`src/design/tcw_cfg.svh`:
```
// Contract
// RQ1: Host writes zero to reserved command bits.
// RQ2: Start offset bits 20:16, zero to 31.
// RQ3: Bit 13 marks first segment of packet.
// RQ4: Bit 12 marks last segment of packet.
// RQ5: Size bits 10:0 with alignment drop padding.
// RQ6: Keep running byte sum over packet segments.
// RQ7: Sum differs from length: raise error flag.
// RQ8: Alignment codes 00=4, 01=16, 10=32 bytes.
// RQ9: Host pads to boundary; device strips it.
// RQ10: Packet length from second word bits 10:0.
// RQ11: Offset low bits select first byte lane.
// RQ12: Host keeps middle buffers at least 4 bytes.
`ifndef TCW_CFG_SVH
`define TCW_CFG_SVH
`define TCW_ALIGN_HI   25
`define TCW_ALIGN_LO   24
`define TCW_OFF_HI     20
`define TCW_OFF_LO     16
`define TCW_FS_BIT     13
`define TCW_LS_BIT     12
`define TCW_SIZE_HI    10
`define TCW_SIZE_LO    0
`define TCW_LEN_HI     10
`define TCW_LEN_LO     0
`define TCW_AL_4       2'h0
`define TCW_AL_16      2'h1
`define TCW_AL_32      2'h2
`define TCW_MASK_4     12'h003
`define TCW_MASK_16    12'h00f
`define TCW_MASK_32    12'h01f
`define TCW_DW_SHIFT   2
`define TCW_ONE_12     12'h001
`define TCW_ONE_10     10'h001
`define TCW_ZERO_12    12'h000
`define TCW_ZERO_10    10'h000
`define TCW_BE_NONE    4'h0
`define TCW_DATA_ZERO  32'h0000_0000
`endif

```
`src/design/tcw_pkg.sv`:
```
package tcw_pkg;
    typedef enum logic [1:0] {ST_CMD_A, ST_CMD_B, ST_DATA} tcw_state_e;
    typedef logic [11:0] tcw_bytes_t;
    typedef logic [9:0]  tcw_dw_t;
endpackage : tcw_pkg

```
`src/design/tcw_cmd_if.sv`:
```
`timescale 1ns/100ps
interface tcw_cmd_if;
    logic [31:0] word;
    logic [1:0]  align;
    logic [4:0]  off;
    logic        fs;
    logic        ls;
    logic [10:0] size;
    logic [10:0] len;
    modport dec (input word, output align, off, fs, ls, size, len);
    modport use_side (output word, input align, off, fs, ls, size, len);
endinterface : tcw_cmd_if

```
`src/design/tcw_cmd_decode.sv`:
```
`timescale 1ns/100ps
`include "tcw_cfg.svh"
module tcw_cmd_decode (
    tcw_cmd_if.dec cmd
);
    // Reserved bits are not looked at; host keeps them zero [RQ1]
    assign cmd.align = cmd.word[`TCW_ALIGN_HI:`TCW_ALIGN_LO];   // [RQ8]
    assign cmd.off   = cmd.word[`TCW_OFF_HI:`TCW_OFF_LO];       // [RQ2]
    assign cmd.fs    = cmd.word[`TCW_FS_BIT];                   // [RQ3]
    assign cmd.ls    = cmd.word[`TCW_LS_BIT];                   // [RQ4]
    assign cmd.size  = cmd.word[`TCW_SIZE_HI:`TCW_SIZE_LO];     // [RQ5]
    assign cmd.len   = cmd.word[`TCW_LEN_HI:`TCW_LEN_LO];       // [RQ10]
endmodule : tcw_cmd_decode

```
`src/design/tcw_parser.sv`:
```
`timescale 1ns/100ps
`include "tcw_cfg.svh"
module tcw_parser
    import tcw_pkg::*;
(
    input  wire logic        CLK,
    input  wire logic        RST_N,
    input  wire logic        IN_VALID,
    input  wire logic [31:0] IN_DATA,
    input  wire logic        ERR_CLR,
    output logic             OUT_VALID,
    output logic [31:0]      OUT_DATA,
    output logic [3:0]       OUT_BE,
    output logic             OUT_SOP,
    output logic             OUT_EOP,
    output logic             TX_ERR,
    output logic [11:0]      PKT_SUM
);
    tcw_cmd_if cmd ();
    tcw_cmd_decode u_dec (.cmd(cmd));
    assign cmd.word = IN_DATA;

    tcw_state_e  state_ff, nxt_state;
    logic        fs_ff, nxt_fs, ls_ff, nxt_ls, sop_pend_ff, nxt_sop_pend;
    logic [4:0]  off_ff, nxt_off;
    tcw_bytes_t  end_ff, nxt_end, sum_ff, nxt_sum;
    tcw_dw_t     total_ff, nxt_total, last_ff, nxt_last, idx_ff, nxt_idx;
    logic        err_ff, nxt_err, ov_ff, nxt_ov, sop_ff, nxt_sop;
    logic        eop_ff, nxt_eop;
    logic [31:0] od_ff, nxt_od;
    logic [3:0]  be_ff, nxt_be, cur_be;
    tcw_bytes_t  a_end, a_pad, a_mask;
    logic        mismatch;

    // Lane b of dword idx is live when off <= idx*4+b < end
    function automatic logic [3:0] lane_en(tcw_dw_t idx, logic [4:0] off,
                                           tcw_bytes_t fin);
        tcw_bytes_t pos;
        lane_en = `TCW_BE_NONE;
        for (int b = 0; b < 4; b++) begin
            pos = {idx, 2'(b)};
            lane_en[b] = (pos >= {7'h00, off}) && (pos < fin);
        end
    endfunction : lane_en

    function automatic tcw_bytes_t align_mask(logic [1:0] code);
        unique case (code)
            `TCW_AL_16: align_mask = `TCW_MASK_16;   // [RQ8]
            `TCW_AL_32: align_mask = `TCW_MASK_32;   // [RQ8]
            default:    align_mask = `TCW_MASK_4;    // Reserved code as 4-byte
        endcase
    endfunction : align_mask

    always_comb begin
        a_end    = {7'h00, cmd.off} + {1'b0, cmd.size};
        a_mask   = align_mask(cmd.align);
        a_pad    = (a_end + a_mask) & ~a_mask;                  // [RQ9]
        cur_be   = lane_en(idx_ff, off_ff, end_ff);             // [RQ11]
        mismatch = sum_ff != {1'b0, cmd.len};                   // [RQ10]
    end

    always_comb begin
        nxt_state    = state_ff;
        nxt_fs       = fs_ff;
        nxt_ls       = ls_ff;
        nxt_sop_pend = sop_pend_ff;
        nxt_off      = off_ff;
        nxt_end      = end_ff;
        nxt_sum      = sum_ff;
        nxt_total    = total_ff;
        nxt_last     = last_ff;
        nxt_idx      = idx_ff;
        nxt_ov       = 1'b0;
        nxt_sop      = 1'b0;
        nxt_eop      = 1'b0;
        nxt_od       = od_ff;
        nxt_be       = be_ff;
        // Set beats clear so a mismatch in the clearing cycle is kept
        nxt_err      = err_ff & ~ERR_CLR;
        unique case (state_ff)
            ST_CMD_A: if (IN_VALID) begin
                nxt_fs    = cmd.fs;                              // [RQ3]
                nxt_ls    = cmd.ls;                              // [RQ4]
                nxt_off   = cmd.off;                             // [RQ2]
                nxt_end   = a_end;
                nxt_total = a_pad[11:`TCW_DW_SHIFT];             // [RQ5]
                nxt_last  = 10'((a_end - `TCW_ONE_12) >> `TCW_DW_SHIFT);
                nxt_sum   = cmd.fs ? {1'b0, cmd.size}
                                   : sum_ff + {1'b0, cmd.size};  // [RQ6]
                // Cleared too, so no stale start lands on a later buffer
                nxt_sop_pend = cmd.fs;                           // [RQ3]
                nxt_state = ST_CMD_B;
            end
            ST_CMD_B: if (IN_VALID) begin
                if (ls_ff && mismatch) begin
                    nxt_err = 1'b1;                              // [RQ7]
                end
                nxt_idx   = `TCW_ZERO_10;
                nxt_state = (total_ff == `TCW_ZERO_10) ? ST_CMD_A : ST_DATA;
            end
            ST_DATA: if (IN_VALID) begin
                // Offset and padding dwords are consumed, never sent
                if (cur_be != `TCW_BE_NONE) begin               // [RQ5] [RQ9]
                    nxt_ov       = 1'b1;
                    nxt_od       = IN_DATA;
                    nxt_be       = cur_be;                       // [RQ11]
                    nxt_sop      = sop_pend_ff;
                    nxt_sop_pend = 1'b0;
                    nxt_eop      = ls_ff && (idx_ff == last_ff); // [RQ4]
                end
                nxt_idx = idx_ff + `TCW_ONE_10;
                if (idx_ff == total_ff - `TCW_ONE_10) begin
                    nxt_state = ST_CMD_A;
                end
            end
        endcase
    end

    always_ff @(posedge CLK or negedge RST_N) begin
        if (!RST_N) begin
            state_ff    <= ST_CMD_A;
            fs_ff       <= 1'b0;
            ls_ff       <= 1'b0;
            sop_pend_ff <= 1'b0;
            off_ff      <= 5'h00;
            end_ff      <= `TCW_ZERO_12;
            sum_ff      <= `TCW_ZERO_12;
            total_ff    <= `TCW_ZERO_10;
            last_ff     <= `TCW_ZERO_10;
            idx_ff      <= `TCW_ZERO_10;
            err_ff      <= 1'b0;
            ov_ff       <= 1'b0;
            sop_ff      <= 1'b0;
            eop_ff      <= 1'b0;
            od_ff       <= `TCW_DATA_ZERO;
            be_ff       <= `TCW_BE_NONE;
        end else begin
            state_ff    <= nxt_state;
            fs_ff       <= nxt_fs;
            ls_ff       <= nxt_ls;
            sop_pend_ff <= nxt_sop_pend;
            off_ff      <= nxt_off;
            end_ff      <= nxt_end;
            sum_ff      <= nxt_sum;
            total_ff    <= nxt_total;
            last_ff     <= nxt_last;
            idx_ff      <= nxt_idx;
            err_ff      <= nxt_err;
            ov_ff       <= nxt_ov;
            sop_ff      <= nxt_sop;
            eop_ff      <= nxt_eop;
            od_ff       <= nxt_od;
            be_ff       <= nxt_be;
        end
    end

    assign OUT_VALID = ov_ff;
    assign OUT_DATA  = od_ff;
    assign OUT_BE    = be_ff;
    assign OUT_SOP   = sop_ff;
    assign OUT_EOP   = eop_ff;
    assign TX_ERR    = err_ff;
    assign PKT_SUM   = sum_ff;

    logic a_take, b_take, d_take;
    assign a_take = state_ff == ST_CMD_A && IN_VALID;
    assign b_take = state_ff == ST_CMD_B && IN_VALID;
    assign d_take = state_ff == ST_DATA && IN_VALID;
endmodule : tcw_parser

```
`config.mk`:
```
export PLATFORM = sky130hd
export DESIGN_NAME = tcw_parser
export DESIGN_NICKNAME = d
export VERILOG_FILES = /design/src/design/tcw_pkg.sv /design/src/design/tcw_cmd_if.sv /design/src/design/tcw_cmd_decode.sv /design/src/design/tcw_parser.sv
export VERILOG_INCLUDE_DIRS = /design/src /design/src/design
export SDC_FILE = /design/constraint.sdc
export NUM_CORES = 1
export LEC_CHECK = 0
export ABC_CLOCK_PERIOD_IN_PS = 2800
export BUFFER_PORTS_ARGS = -buffer_cell sky130_fd_sc_hd__buf_2
export CORE_MARGIN = 4
export CORE_UTILIZATION = 58
export DETAILED_ROUTE_END_ITERATION = 8
export PLACE_DENSITY = 0.8
export SYNTH_ARGS = -nofsm -noshare
export SYNTH_HDL_FRONTEND = slang
export SYNTH_SLANG_ARGS = --single-unit
```
`constraint.sdc`:
```
create_clock -name CLK -period 2.8 [get_ports CLK]
set_input_delay 0.84 -clock CLK [delete_from_list [all_inputs] [get_ports CLK]]
set_output_delay 0.84 -clock CLK [all_outputs]
set_load 0.1 [all_outputs]
```
Yosys cells after proc, flatten, opt, wreduce, memory -nomap -nowiden. Cells that the tools add are included.

Add/subtract/negate cells: 6. $lt $le $gt $ge: 8. Eq/ne operators: 12. Multiplexer cells: 27. Bitwise logic cells: 4. Reductions and logical operators: 16.

Operators with widths (count): $ge A12 B5 Y1 (4); $lt A12 B12 Y1 (4); $eq A10 B10 Y1 (2); $mux W10 (2); $pmux W10 S2 (1); $mux W1 (15); $add A12 B11 Y12 (1); $add A12 B12 Y12 (1); $add A5 B11 Y12 (1); $and A12 B12 Y12 (1); $mux W12 (1); $ne A12 B11 Y1 (1); $not A12 Y12 (1); $sub A12 B1 Y12 const B (1); $add A10 B1 Y10 const B (1); $logic_not A10 Y1 (1); $mux W2 (5); $ne A2 B2 Y1 const B (5); $pmux W5 S2 (1); $sub A10 B1 Y10 const B (1); $reduce_and A4 Y1 (2); $logic_and A1 B1 Y1 (6); $pmux W2 S3 (1); $reduce_and A3 Y1 (2); 9 further kinds (12).

Register bits: 103. Output and inout bits: 52.

Depth between registers and ports, before layout. Gate-level depths: netlist of the first run.

Depth after elaboration: 6. Mapped depth: 12. Mapped depth without buffers: 12.

By module. Synthesis of the first run repeated with hierarchy kept, for this count alone.

Cell total of the unflattened synthesis: 703. Area total of the unflattened synthesis: 6642.6 sq um.

Modules (own cells, without submodules): tcw_parser (instances 1, cells each 672, area an instance 6409.9 sq um, seq. area each 2577.5 sq um); tcw_cmd_decode (instances 1, cells each 31, area an instance 232.7 sq um, seq. area each 0.0 sq um).

Worst setup path before layout of the first run. OpenSTA, ideal clock, no wires.

Path kind: input to register. Start point: input port IN_DATA[1]. End point: register total_ff[9]. Library setup time: 0.082 ns. Arrival: 3.621 ns. Required time: 2.718 ns. Setup slack: -0.903 ns. Stages: 12. Buffers on the path: 0. Path through: ha_1 > a211oi_2 > o21ba_2 > nor2_1 > ha_1 > nand2_1 > o21a_1 > o31ai_1 > o2111a_2 > or4b_4 > or2_1 > a31oi_1.

Word-level cells in the longest chain between the ends: 3.

RTL lines: start: declaration (RTL line tcw_parser.sv:9) `input wire logic [31:0] IN_DATA,`; $add A5 B11 Y12 (RTL line tcw_parser.sv:55) `a_end = {7'h00, cmd.off} + {1'b0, cmd.size};`; via a_end[3] (RTL line tcw_parser.sv:32) `tcw_bytes_t a_end, a_pad, a_mask;`; $add A12 B12 Y12 (RTL line tcw_parser.sv:57) `a_pad = (a_end + a_mask) & ~a_mask;`; $and A12 B12 Y12 (RTL line tcw_parser.sv:57); end signal: assignment (RTL line tcw_parser.sv:128) `` total_ff <= `TCW_ZERO_10; ``; end signal: assignment (RTL line tcw_parser.sv:145) `total_ff <= nxt_total;`; end: declaration (RTL line tcw_parser.sv:27) `tcw_dw_t total_ff, nxt_total, last_ff, nxt_last, idx_ff, nxt_idx;`.

The timed path passes the listed nets, and every way through them passes these cells. A chain may end at the register's enable or synchronous reset.

Worst setup path after layout of the first run.
Start point: input port IN_DATA[1]. End point: register total_ff[8].

The elaborated chain is that of the path after synthesis.

==> results of run 1 <==
-- per-layer routing --
| layer | routed length (um) | vias up | part of all wire |
|---|---|---|---|
| met5 | 0 | - | 0 |
| met4 | 955 | 0 | 0.051 |
| met3 | 1010 | 74 | 0.054 |
| met2 | 9500 | 275 | 0.50 |
| met1 | 7420 | 2842 | 0.39 |
| li1 | - | 2649 | - |
-- through the flow --
stage,TNS (ns),utilization,setup slack [ns]
floorplan,-3.34,-,-0.722
global placement,-6.94,0.709,-0.810
detailed placement,-7.97,0.709,-0.904
CTS,-1.41,0.742,-0.356
global route,-4.07,0.767,-0.605
finish,-2.91,0.767,-0.538
-- timing repair --
item                       in CTS  in global routing
pin swaps                       8                 18
setup endpoints to repair      10                 47
gates resized for setup        14                 35
cloned                          0                  2
hold buffers                    0                  0
buffers inserted               10                  9
-- report_power, final --
part / total, W / internal (W) / switching [W]
combinational: 0.00607 / 0.00170 / 0.00437
sequential: 0.00259 / 0.00210 / 0.000482
clock: 0.00104 / 0.000461 / 0.000579
total: 0.00970 / 0.00427 / 0.00543
-- logic make-up after synthesis --
logic type / count (synthesis)
AND/OR/NAND/NOR: 210
XOR/XNOR: 54
adder cells (fa/ha/maj): 42
multiplexers: 45
AO/OA/AOI/OAI: 143
flip-flops: 103
buffers and inverters: 72
-- state kept, by name, indices dropped and copies added, names as in the netlist --
register,flops
OUT_DATA,32
total_ff,10
idx_ff,10
ls_ff,1
last_ff,10
PKT_SUM,12
off_ff,5
OUT_VALID,1
OUT_SOP,1
state_ff,2
OUT_EOP,1
sop_pend_ff,1
end_ff,12
OUT_BE,4
TX_ERR,1
-- worst register-to-register path: stages (launching register included) --
cell	delay [ns]
dfrtp_1	0.42
ha_1	0.32
a21o_1	0.20
a21o_1	0.18
a21oi_2	0.19
o21ai_1	0.15
or2_4	0.30
a31oi_4	0.15
buf_4	0.18
clkbuf_16	0.19
mux2_2	0.36
-- cell usage in the layout, fill, tap and decap left out, drive strengths merged, types with 2 or more instances in the layout --
master / Yosys / layout
xor2: 27 / 27
nor2b: 9 / 9
nand3b: 2 / 2
fa: 2 / 2
and2: 5 / 5
nand4: 9 / 9
and3: 8 / 8
a31oi: 6 / 6
inv: 36 / 40
nor4: 8 / 8
mux2: 35 / 35
dfrtp: 103 / 103
nand2: 80 / 80
nor2: 35 / 35
o21a: 8 / 8
xnor2: 27 / 27
or4: 2 / 2
ha: 40 / 40
or2: 4 / 4
a21oi: 31 / 31
nor3: 14 / 14
a211oi: 4 / 4
o21ai: 56 / 56
nand4b: 6 / 6
o31ai: 3 / 3
nand3: 12 / 12
nand2b: 2 / 2
a21o: 8 / 8
o211ai: 6 / 6
clkbuf: 27 / 13
or3: 2 / 2
mux2i: 10 / 10
nor4b: 4 / 4
buf: 9 / 173
o2111ai: 2 / 2
o22ai: 6 / 6
nor3b: 3 / 3
-- final cells by class --
class                      instances  share of cell area
tap                              136              0.0212
clock inverter                     5             0.00904
sequential                       103               0.321
timing repair buffer             175               0.153
inverter                          36              0.0168
clock buffer                      11              0.0176
multi-input combinational        494               0.461
-- worst paths after layout --
kind	from	end	cells after the start
worst max-delay path	IN_DATA[1]	total_ff[8]	14
worst min-delay path	RST_N	end_ff[11]	1
worst max register to register	idx_ff[7]	OUT_DATA[24]	10
worst min register to register	sop_pend_ff	OUT_SOP	1
max in group asynchronous	RST_N	OUT_BE[3]	2
min in group CLK	sop_pend_ff	OUT_SOP	1
==> summary.md, run 1 <==
| Metric | Value |
|---|---|
| Outcome | complete, but fails checks |
| Failing checks | negative setup slack |
| Clk sinks | 103 |
| Multi-input gate area | between 3000 and 4000 um^2 |
| CTS buffer count | 9 |
| Detailed Place HPWL | between 10 and 15 mm |
| Top cell type's share of synthesized area | 0.408 |
| Grt peak-use layer | met2 |
| Critical Path AT | 3.62 ns |
| CP Capture Type | register |
| Number of global-route vias before repair | 5,761 |
| Syn Inst Count | 669 |
| Distinct cells, synth | 66 |
| XOR/XNOR Fraction of Synth Area | 0.0761 |
| Worst skew pair latency | 0.40 ns |
| Mapped Area | 6310 um^2 |
| FF/Latch Area | 2580 um^2 |
| CP max FO | 3 |
| Filler Cell Count | 671 |
| Largest net degree at the start of global routing | 61 |
| Final Cycle Share | 1.19 |
| Clk_skew | about 0.015 ns |
| Placed cells | around 920 |
| #FFs+latches synth | 103 |
| Asr flop ratio synth | 1.00 |
| Area grow syn2layout | 27.1% |
| Synth area leaders | dfrtp_1 41%, ha_1 7.9%, mux2_2 5.7% |
| Ys flop type | dfrtp_1 |
| CORE AREA | 10,500 um^2 |
| CP max stage cell | or4b_4 |
| I/O pin total | 88 |
| Final wirelength | 18.9 mm |
| Total Power | 0.00970 W |
| Port buffer count | 87 |
| Antenna fix cells | 0 |
| Met1 GRT Util | 0.334 |
| Cell Area, Placed | 7420 um^2 |
| Final instance area | around 8000 um^2 |
| Tmin final | 3.34 ns |
| Vias per cell | 6.08 |
| Endpoints failing setup | 11 |
| CP cell instances | buf_6, ha_4, a211oi_4, o21ba_4, nor2_4, ha_4, nand2_4, o21a_1, o31ai_4, o2111a_2, or4b_4, buf_6, xnor2_2, o21ai_1 |
| First-pass DRT Iterations | 5 |
| CP Class | in2reg |
| Met3 Usage GRT | 0.0566 |
| RSZ-0062 raised after global routing | true |
| Die Span X | 112 um |
| Power Density | 1210 nW/um^2 |
| Worst path bufs/invs | 2 |
| Overall Global Routing Usage | 0.277 |
| Fin nets | ~900 |
| Global-route wire length before repair | 28.3 mm |
| Starting Density | 0.603 |
| Std-Cell Rows | 37 |
| Fin cells | 960 |
| Number of enable flip-flop cells after synthesis | 0 |
| Grt total ovfl | 0 |
| Full die area | 12,600 um^2 |
| Most instantiated library cell after synthesis | dfrtp_1 |
| Clk slew on worst S/H paths | 0.11 ns |
| CTS root buf | clkbuf_8 |
| Die H | 112 um |
| Element type at the critical path start | input port |
| Share of cells above drive strength 1 | 0.322 |
| R2r setup slk | 0.06 ns |
| Max cap viols | 0 |
| Worst-Margin Slew | 0.582 ns |
| Multiplexer share of the synthesized area | 0.0783 |
| Crit-path max cell delay | 0.47 ns |
| DR DRC count | 0 |
| Worst hold margin | 0.385 ns |
| Largest family of logic cells by synthesized area | simple AND/OR/NAND/NOR gates |
| Routed via count | 5,840 |
| WP data required | 3.08 ns |
| Simple-Gate Fraction of Synth Area | 0.168 |
| Post-synth top area cell | dfrtp_1 |
| Fmax | 300 MHz |
| Complex-gate fraction of the synthesized area | 0.139 |
| Leakage | slightly below 4 nW |
| Setup ws final | -0.538 ns |
| Post-synthesis sequential area ratio | 0.408 |
| Final hold vios | 0 |
| Routed Antenna Nets | 0 |
| Max-slew headroom | 0.608 |
| Max H-tree Level | 3 |
| Longest Clk Path Bufs | 2 |
| Peak VDD IR | 1.56 mV |
| Met2 usage | 0.492 |
| Pins Over Slew Limit | 0 |
| Drt initial violations | 469 |
| Ys Warns | 0 |
| Delay-heaviest family, CP | compound AO/OA/AOI/OAI gates |
| Syn Nets | around 750 |
| Post-Synth Adder-Cell Area | 0.0856 |
| Top post-synthesis cells by count | 103 x dfrtp_1, 80 x nand2_1, 53 x o21ai_0 |
| Wirelength per Cell | approximately 20 um |
| Initial antenna violation count | 0 |
| Gpl congestion | 0.917 |
| Hold crit path type | in2async |
| CTS tree | done |
| Syn_area_per_cell | 9.43 um^2 |
No activity file was read; power rests on OpenSTA's default activity.
==> inputs of run 2 (changes only) <==
CORE_UTILIZATION = 59   (was 58)
PLACE_DENSITY = 0.81   (was 0.8)
SYNTH_HIERARCHICAL = 1   (was default)
==> run 2 against run 1 <==
  * First-iteration DRC count decreased by 22%
  * Synthesized area increased by 5.3%
  * Core utilization decreased by 2.0 points
  * The flow still finishes with violations (negative setup slack)
  * Die area increased by 3.2%
  * Power increased by 4.8%
  * Clock power increased by 33%
==> summary.md, run 2 <==
| Metric | Value |
|---|---|
| Port buffer count | 87 (unchanged) |
| Critical Path AT | 3.53 ns (-0.09 ns) |
| Grt total ovfl | 0 (unchanged) |
| Longest Clk Path Bufs | 2 (unchanged) |
| Area grow syn2layout | 23.0% |
| CP Capture Type | register |
| CORE AREA | 10,900 um^2 (+4.5%) |
| Drt initial violations | 366 (-22%) |
| Leakage | 3.89 nW (+0.51%) |
| Most frequent cells in the layout | 101 x dfrtp_1, 82 x buf_2, 77 x nand2_1 |
| #FFs+latches synth | 103 (unchanged) |
| Clk sinks | 103 (unchanged) |
| CP cell instances | buf_6, ha_4, fa_2, xor2_2, ha_4, nand2_2, o21a_1, o31ai_4, o2111a_2, or4b_4, or2_1, a31oi_1 |
| Asr flop ratio synth | 1.00 (unchanged) |
| Die Span X | 114 um (+1.6%) |
| Antenna fix cells | 0 (unchanged) |
| Overall Global Routing Usage | 0.271 (-0.00511) |
| CP max FO | 2 (-1) |
| Ys flop type | dfrtp_1 |
| Post-synth top area cell | dfrtp_1 |
| Full die area | 13,000 um^2 (+3.2%) |
| Max cap viols | 0 (unchanged) |
| Synth area leaders | dfrtp_1 39%, ha_1 7.3%, xor2_1 4.6% |
| Largest net degree at the start of global routing | 53 (-13%) |
| CP Class | in2reg |
| Crit-path max cell delay | 0.48 ns (about the same) |
| CTS root buf | clkbuf_16 |
| Cell Area, Placed | 7590 um^2 (+2.3%) |
| Worst hold margin | 0.463 ns (+0.0778 ns) |
| Hold Buf Count CTS | 0 (unchanged) |
| Worst-Margin Slew | 0.547 ns (-0.0348 ns) |
| Final wirelength | 17.5 mm (-7.1%) |
| Initial antenna violation count | 0 (unchanged) |
| Worst skew pair latency | 0.36 ns (-0.04 ns) |
| Fmax | 307 MHz (+2.4%) |
| DR DRC count | 0 (unchanged) |
| CP max stage cell | or4b_4 |
| Detailed Place HPWL | 12.3 mm (-1.3%) |
| First-pass DRT Iterations | 5 (unchanged) |
| WP data required | 3.07 ns (about the same) |
| Starting Density | 0.607 (+0.00423) |
| Most numerous cell on the critical path | ha_4 |
| Syn_area_per_cell | 9.45 um^2 (+0.16%) |
| Share of cells above drive strength 1 | 0.284 (-0.0376) |
| Fin nets | 896 (-0.11%) |
| Final Cycle Share | 1.16 (-0.0281) |
| Fin cells | 964 (+0.42%) |
| Post-synthesis sequential area ratio | 0.388 (-0.0204) |
| CTS buffer count | 9 (unchanged) |
| Top post-synthesis cells by count | 103 x dfrtp_1, 79 x nand2_1, 51 x o21ai_0 |
| Die H | 114 um (+1.6%) |
| Endpoints failing setup | 10 (-1) |
| Final hold vios | 0 (unchanged) |
| Clk slew on worst S/H paths | 0.07 ns (-0.04 ns) |
| Distinct cells, synth | 74 (+12%) |
| Max-slew headroom | 0.635 (+0.0268) |
| Global-route wire length before repair | 28.3 mm (+0.29%) |
| Failing checks | negative setup slack |
| Element type at the critical path start | input port |
| Routed via count | 5,783 (-0.98%) |
| Final instance area | 8170 um^2 (+1.8%) |
| Number of global-route vias before repair | 5,971 (+3.6%) |
| Commonest non-fill, non-tap cell in the layout | dfrtp_1 |
| Syn Inst Count | 703 (+5.1%) |
| Outcome | complete, but fails checks |
| CTS tree | done |
| Pins Over Slew Limit | 0 (unchanged) |
| Ys Warns | 6 (+6) |
| Wirelength per Cell | 18.2 um (-7.5%) |
| Power Density | 1240 nW/um^2 (+2.9%) |
| Routed Antenna Nets | 0 (unchanged) |
| Number of enable flip-flop cells after synthesis | 0 (unchanged) |
| I/O pin total | 88 (unchanged) |
| RSZ-0062 raised after global routing | true |
| Peak VDD IR | 1.20 mV (-23%) |
| Tmin final | 3.26 ns (-0.0788 ns) |
| Std-Cell Rows | 38 (+2.7%) |
| Vias per cell | 6.00 (-1.4%) |
| Max FFs per register | 32 (unchanged) |
| Clk_skew | 0.0104 ns (-0.00504 ns) |
| Setup ws final | -0.459 ns (+0.0788 ns) |
| Most instantiated library cell after synthesis | dfrtp_1 |
| Max H-tree Level | 3 (unchanged) |
| Hold crit path type | in2async |
| Setup TNS | -2.20 ns (+0.708 ns) |
| Gpl congestion | 0.963 (+5.0%) |
| Placed cells | 939 (+1.6%) |
| Top cell type's share of synthesized area | 0.388 (-0.0204) |
| Mapped Area | 6640 um^2 (+5.3%) |
| Syn Nets | 780 (+4.4%) |
| Dpl ws | -0.921 ns (-0.0172 ns) |
[run 2: layout make-up]
| class | count | area (um^2) |
|---|---|---|
| fillers | 722 | 2770 |
| multi-input cells | 500 | 3790 |
| inverters | 37 | 139 |
| flip-flops and latches | 103 | 2580 |
| repair buffers | 168 | 1160 |
| clock buffers | 10 | 229 |
| clock inverters | 6 | 91.3 |
| well taps | 140 | 175 |
[run 2: layer usage]
layer	wire length, um	GRT usage	vias to the layer above
li1	-	-	2676
met1	6820	0.323	2812
met2	8990	0.482	233
met3	1070	0.0460	62
met4	651	0.119	0
met5	0	0	-
[run 2: path summary, 6_finish.rpt]
kind                       slack (ns)           end  depth (start not counted)          from
setup / recovery                -0.46   total_ff[9]                         12   IN_DATA[16]
hold reg to reg                  0.48  OUT_DATA[15]                          1  OUT_DATA[15]
setup reg to reg                 0.13  OUT_DATA[10]                         10    end_ff[11]
hold / removal                   0.46     OUT_BE[0]                          1         RST_N
min in group CLK                 0.48  OUT_DATA[15]                          1  OUT_DATA[15]
max in group asynchronous        1.73    PKT_SUM[2]                          2         RST_N
[run 2: cells by family (layout without fill, tap and decap cells)]
family,Yosys count,after routing,share of synthesized area
compound gates,154,154,0.149
xor+xnor,63,63,0.0831
fa+ha+maj,41,41,0.0795
buf+inv,100,221,0.0755
flops,103,103,0.388
mux,43,43,0.0708
simple gates,199,199,0.154
[run 2: repair_timing]
action                     CTS  global route
buffers inserted             6             3
pin swaps                   14             9
setup endpoints to repair   12            46
gates resized for setup     25            15
[run 2: worst max-delay path: cells and delay by family]
kind | cells | cell delay, ns
AOI/OAI and AO/OA | 4 | 0.79
and+or+nand+nor | 3 | 0.76
buffers and inverters | 1 | 0.10
adders and majority gates | 3 | 0.84
xor gates and xnor gates | 1 | 0.19
[run 2: power by group]
group	switching [W]	internal [W]	total (W)	leakage [nW]
clock	0.000584	0.000791	0.00138	0.157
combinational	0.00444	0.00172	0.00616	2.44
sequential	0.000504	0.00212	0.00262	1.29
[run 2: stage by stage]
stage / power, W / utilization
after floorplan: 0.00728 / -
after global placement: 0.00836 / 0.694
after detailed placement: 0.00858 / 0.694
after CTS: 0.0101 / 0.738
after global routing: 0.0107 / 0.747
final: 0.0102 / 0.747
==> inputs of run 3 (changes only) <==
CAP_MARGIN = 25   (was default)
CORE_UTILIZATION = 60   (was 59)
CTS_BUF_LIST = sky130_fd_sc_hd__clkbuf_8   (was default)
PLACE_DENSITY = 0.83   (was 0.81)
==> run 3 against run 2 <==
  * The flow still finishes with violations (negative setup slack)
  * Non-clock buffer count grew 5
  * Final cell count up 0.52%
  * Via count is 0.61% higher
  * Wire length rose by 4.2%
  * Clock skew up 0.0016 ns
  * Cell area decreased by 1.2%
  * Setup slack worse by 0.071 ns
  * Sequential cell count unchanged
  * Sequential power about the same
  * Critical path depth increased by 1
  * Sequential share of layout area rose by 0.40 points
  * Highest routed layer unchanged
==> summary.md, run 3 (synthesis gave the netlist of run 2 again) <==
| Metric | Value |
|---|---|
| Final Util | 0.744 (-0.00280) |
| Crit-path max cell delay | 0.47 ns (about the same) |
| Clk slew on worst S/H paths | 0.10 ns (+0.03 ns) |
| Flop pwr share | 0.264 (+0.006) |
| Commonest non-fill, non-tap cell in the layout | dfrtp_1 |
| Overall Global Routing Usage | 0.274 (+0.00300) |
| CP max FO | 3 (+1) |
| Max-slew headroom | 0.588 (-0.0473) |
| CP Capture Type | register |
| Largest net degree at the start of global routing | 104 (+96%) |
| Met1 GRT Util | 0.344 (+0.0211) |
| Worst path bufs/invs | 1 (unchanged) |
| RR Startpoint | end_ff[11] |
| Number of global-route vias before repair | 5,829 (-2.4%) |
| Pins Over Slew Limit | 0 (unchanged) |
| Comb power frac | 0.629 (+0.022) |
| DR DRC count | 0 (unchanged) |
| Initial antenna violation count | 0 (unchanged) |
| CTS buffer count | 9 (unchanged) |
| Worst skew pair latency | 0.39 ns (+0.03 ns) |
| Grt total ovfl | 0 (unchanged) |
| Power Density | 1230 nW/um^2 (-1.2%) |
| Max FFs per register | 32 (unchanged) |
| Global-route wire length before repair | 28.2 mm (-0.37%) |
| Hold crit path type | in2async |
| Antenna fix cells | 0 (unchanged) |
| Peak VDD IR | 1.06 mV (-12%) |
| Share of cells above drive strength 1 | 0.288 (+0.00432) |
| Routed via count | 5,818 (+0.61%) |
| Psw | 0.00556 W (+0.42%) |
| RSZ-0062 raised after global routing | true |
| CTS root buf | clkbuf_8 |
| Full die area | 12,800 um^2 (-1.5%) |
| Critical Path AT | 3.64 ns (+0.11 ns) |
| Element type at the critical path start | input port |
| Sw Ratio | 0.561 (+0.0159) |
| Port buffer count | 87 (unchanged) |
| Die H | 113 um (-0.78%) |
| Max H-tree Level | 3 (unchanged) |
| Endpoints failing setup | 12 (+2) |
| Outcome | complete, but fails checks |
| Die Span X | 113 um (-0.78%) |
| Worst-Margin Slew | 0.617 ns (+0.0694 ns) |
| CP Class | in2reg |
| Worst hold margin | 0.481 ns (+0.0180 ns) |
| Routed Antenna Nets | 0 (unchanged) |
| Most numerous cell on the critical path | ha_4 |
| Most frequent cells in the layout | 101 x dfrtp_1, 82 x buf_2, 80 x buf_4 |
| CTS tree | done |
| Leakage | 3.85 nW (-1.0%) |
| Tmin final | 3.33 ns (+0.0709 ns) |
| Detailed Place HPWL | 12.1 mm (-1.3%) |
| Area grow syn2layout | 21.4% |
| Fmax | 300 MHz (-2.1%) |
| Met3 Usage GRT | 0.0460 (about the same) |
| Std-Cell Rows | 38 (unchanged) |
| Internal Pwr Total | 0.00436 W (-5.8%) |
| Clk_skew | 0.0120 ns (+0.00162 ns) |
| WP data required | 3.11 ns (+0.04 ns) |
| Final hold vios | 0 (unchanged) |
| CP Depth | 13 (+1) |
| Failing checks | negative setup slack |
| Longest Clk Path Bufs | 2 (unchanged) |
| Grt peak-use layer | met2 |
| Starting Density | 0.613 (+0.00533) |
| Total Power | 0.00991 W (-2.4%) |
| CP cell instances | buf_8, ha_4, a211oi_4, o21ba_4, nor2_4, ha_4, nand2_4, o21a_1, o31ai_4, o2111a_2, or4b_4, or2_1, a31oi_1 |
| Setup ws final | -0.530 ns (-0.0709 ns) |
| R2r setup slk | 0.13 ns (about the same) |
| Max cap viols | 0 (unchanged) |
| R2R cell count | 10 (unchanged) |
| First-pass DRT Iterations | 5 (unchanged) |
| Final Cycle Share | 1.19 (+0.0253) |
| Wirelength per Cell | 18.9 um (+3.7%) |
| Drt initial violations | 452 (+23%) |
| Clock Power Share | 0.107 (-0.028) |
| Fin nets | 901 (+0.56%) |
| I/O pin total | 88 (unchanged) |
| CP max stage cell | or4b_4 |
| Filler Cell Count | 712 (-1.4%) |
| CORE AREA | 10,800 um^2 (-0.87%) |
| Gpl congestion | 0.942 (-2.2%) |
| Vias per cell | 6.00 (about the same) |
| Clk sinks | 103 (unchanged) |
| RR Endpoint | OUT_DATA[18] |
| Met2 usage | 0.461 (-0.0204) |
| Final wirelength | 18.3 mm (+4.2%) |
| Hold Buf Count CTS | 0 (unchanged) |
| Delay-heaviest family, CP | compound AO/OA/AOI/OAI gates |
run 3: cell count changes in the layout (fill, tap and decap cells not counted), sizes merged:
| cell | delta |
|---|---|
| clkinvlp | +1 |
| buf | +5 |
| inv | -1 |
run 3: area by class of cell:
type | count | area (um^2) | share of cell area
Clock inverter | 6 | 85.1 | 0.0105
Tap cell | 140 | 175 | 0.0217
Sequential cell | 103 | 2580 | 0.320
Multi-Input combinational cell | 500 | 3790 | 0.469
Timing Repair Buffer | 173 | 1160 | 0.144
Inverter | 37 | 139 | 0.0172
Clock buffer | 10 | 138 | 0.0171
run 3: worst reg2reg max path, delay by kind of cell, from the launching register on:
family,cells,cell delay (ns)
DFF,1,0.40
AOI/OAI and AO/OA,2,0.24
buffers and inverters,2,0.24
muxes,1,0.36
adders and majority gates,1,0.30
and+or+nand+nor,4,1.01
run 3: through the flow:
| stage | std cells | TNS (ns) | setup slack, ns | instance area [um^2] |
|---|---|---|---|---|
| 6_report | 969 | -3.53 | -0.530 | 8070 |
| 5_1_grt | 969 | -5.09 | -0.565 | 8070 |
| 4_1_cts | 962 | -0.961 | -0.347 | 7920 |
| 3_5_place_dp | 938 | -8.98 | -0.931 | 7550 |
| 3_3_place_gp | 938 | -7.61 | -0.851 | 7550 |
| 2_1_floorplan | 703 | -4.91 | -0.868 | 6750 |
run 3: what timing repair did:
item                       CTS  global route
setup endpoints to repair   11            49
pin swaps                    9            10
resized for setup           22            21
setup buffers                9             7
run 3: worst max-delay path by stage:
stage                 from          end  slack, ns
3_3_place_gp    IN_DATA[0]  total_ff[9]      -0.85
4_1_cts        IN_DATA[16]  total_ff[9]      -0.35
3_5_place_dp    IN_DATA[0]  total_ff[9]      -0.93
6_report        IN_DATA[1]  total_ff[9]      -0.53
5_1_grt        IN_DATA[16]  total_ff[9]      -0.56
2_1_floorplan   IN_DATA[0]  total_ff[9]      -0.87
run 3: routing by layer:
layer / vias to the layer above / wire (um)
met2: 238 / 9140
li1: 2674 / -
met4: 0 / 952
met3: 76 / 865
met5: - / 0
met1: 2830 / 7320
run 3: power groups by stage:
| stage | logic, W | registers (W) | clock network [W] |
|---|---|---|---|
| after floorplan | 0.00232 | 0.00496 | 0 |
| after global placement | 0.00577 | 0.00257 | 0 |
| after detailed placement | 0.00596 | 0.00262 | 0 |
| after CTS | 0.00605 | 0.00260 | 0.00108 |
| after global routing | 0.00662 | 0.00268 | 0.00114 |
| final | 0.00623 | 0.00262 | 0.00106 |
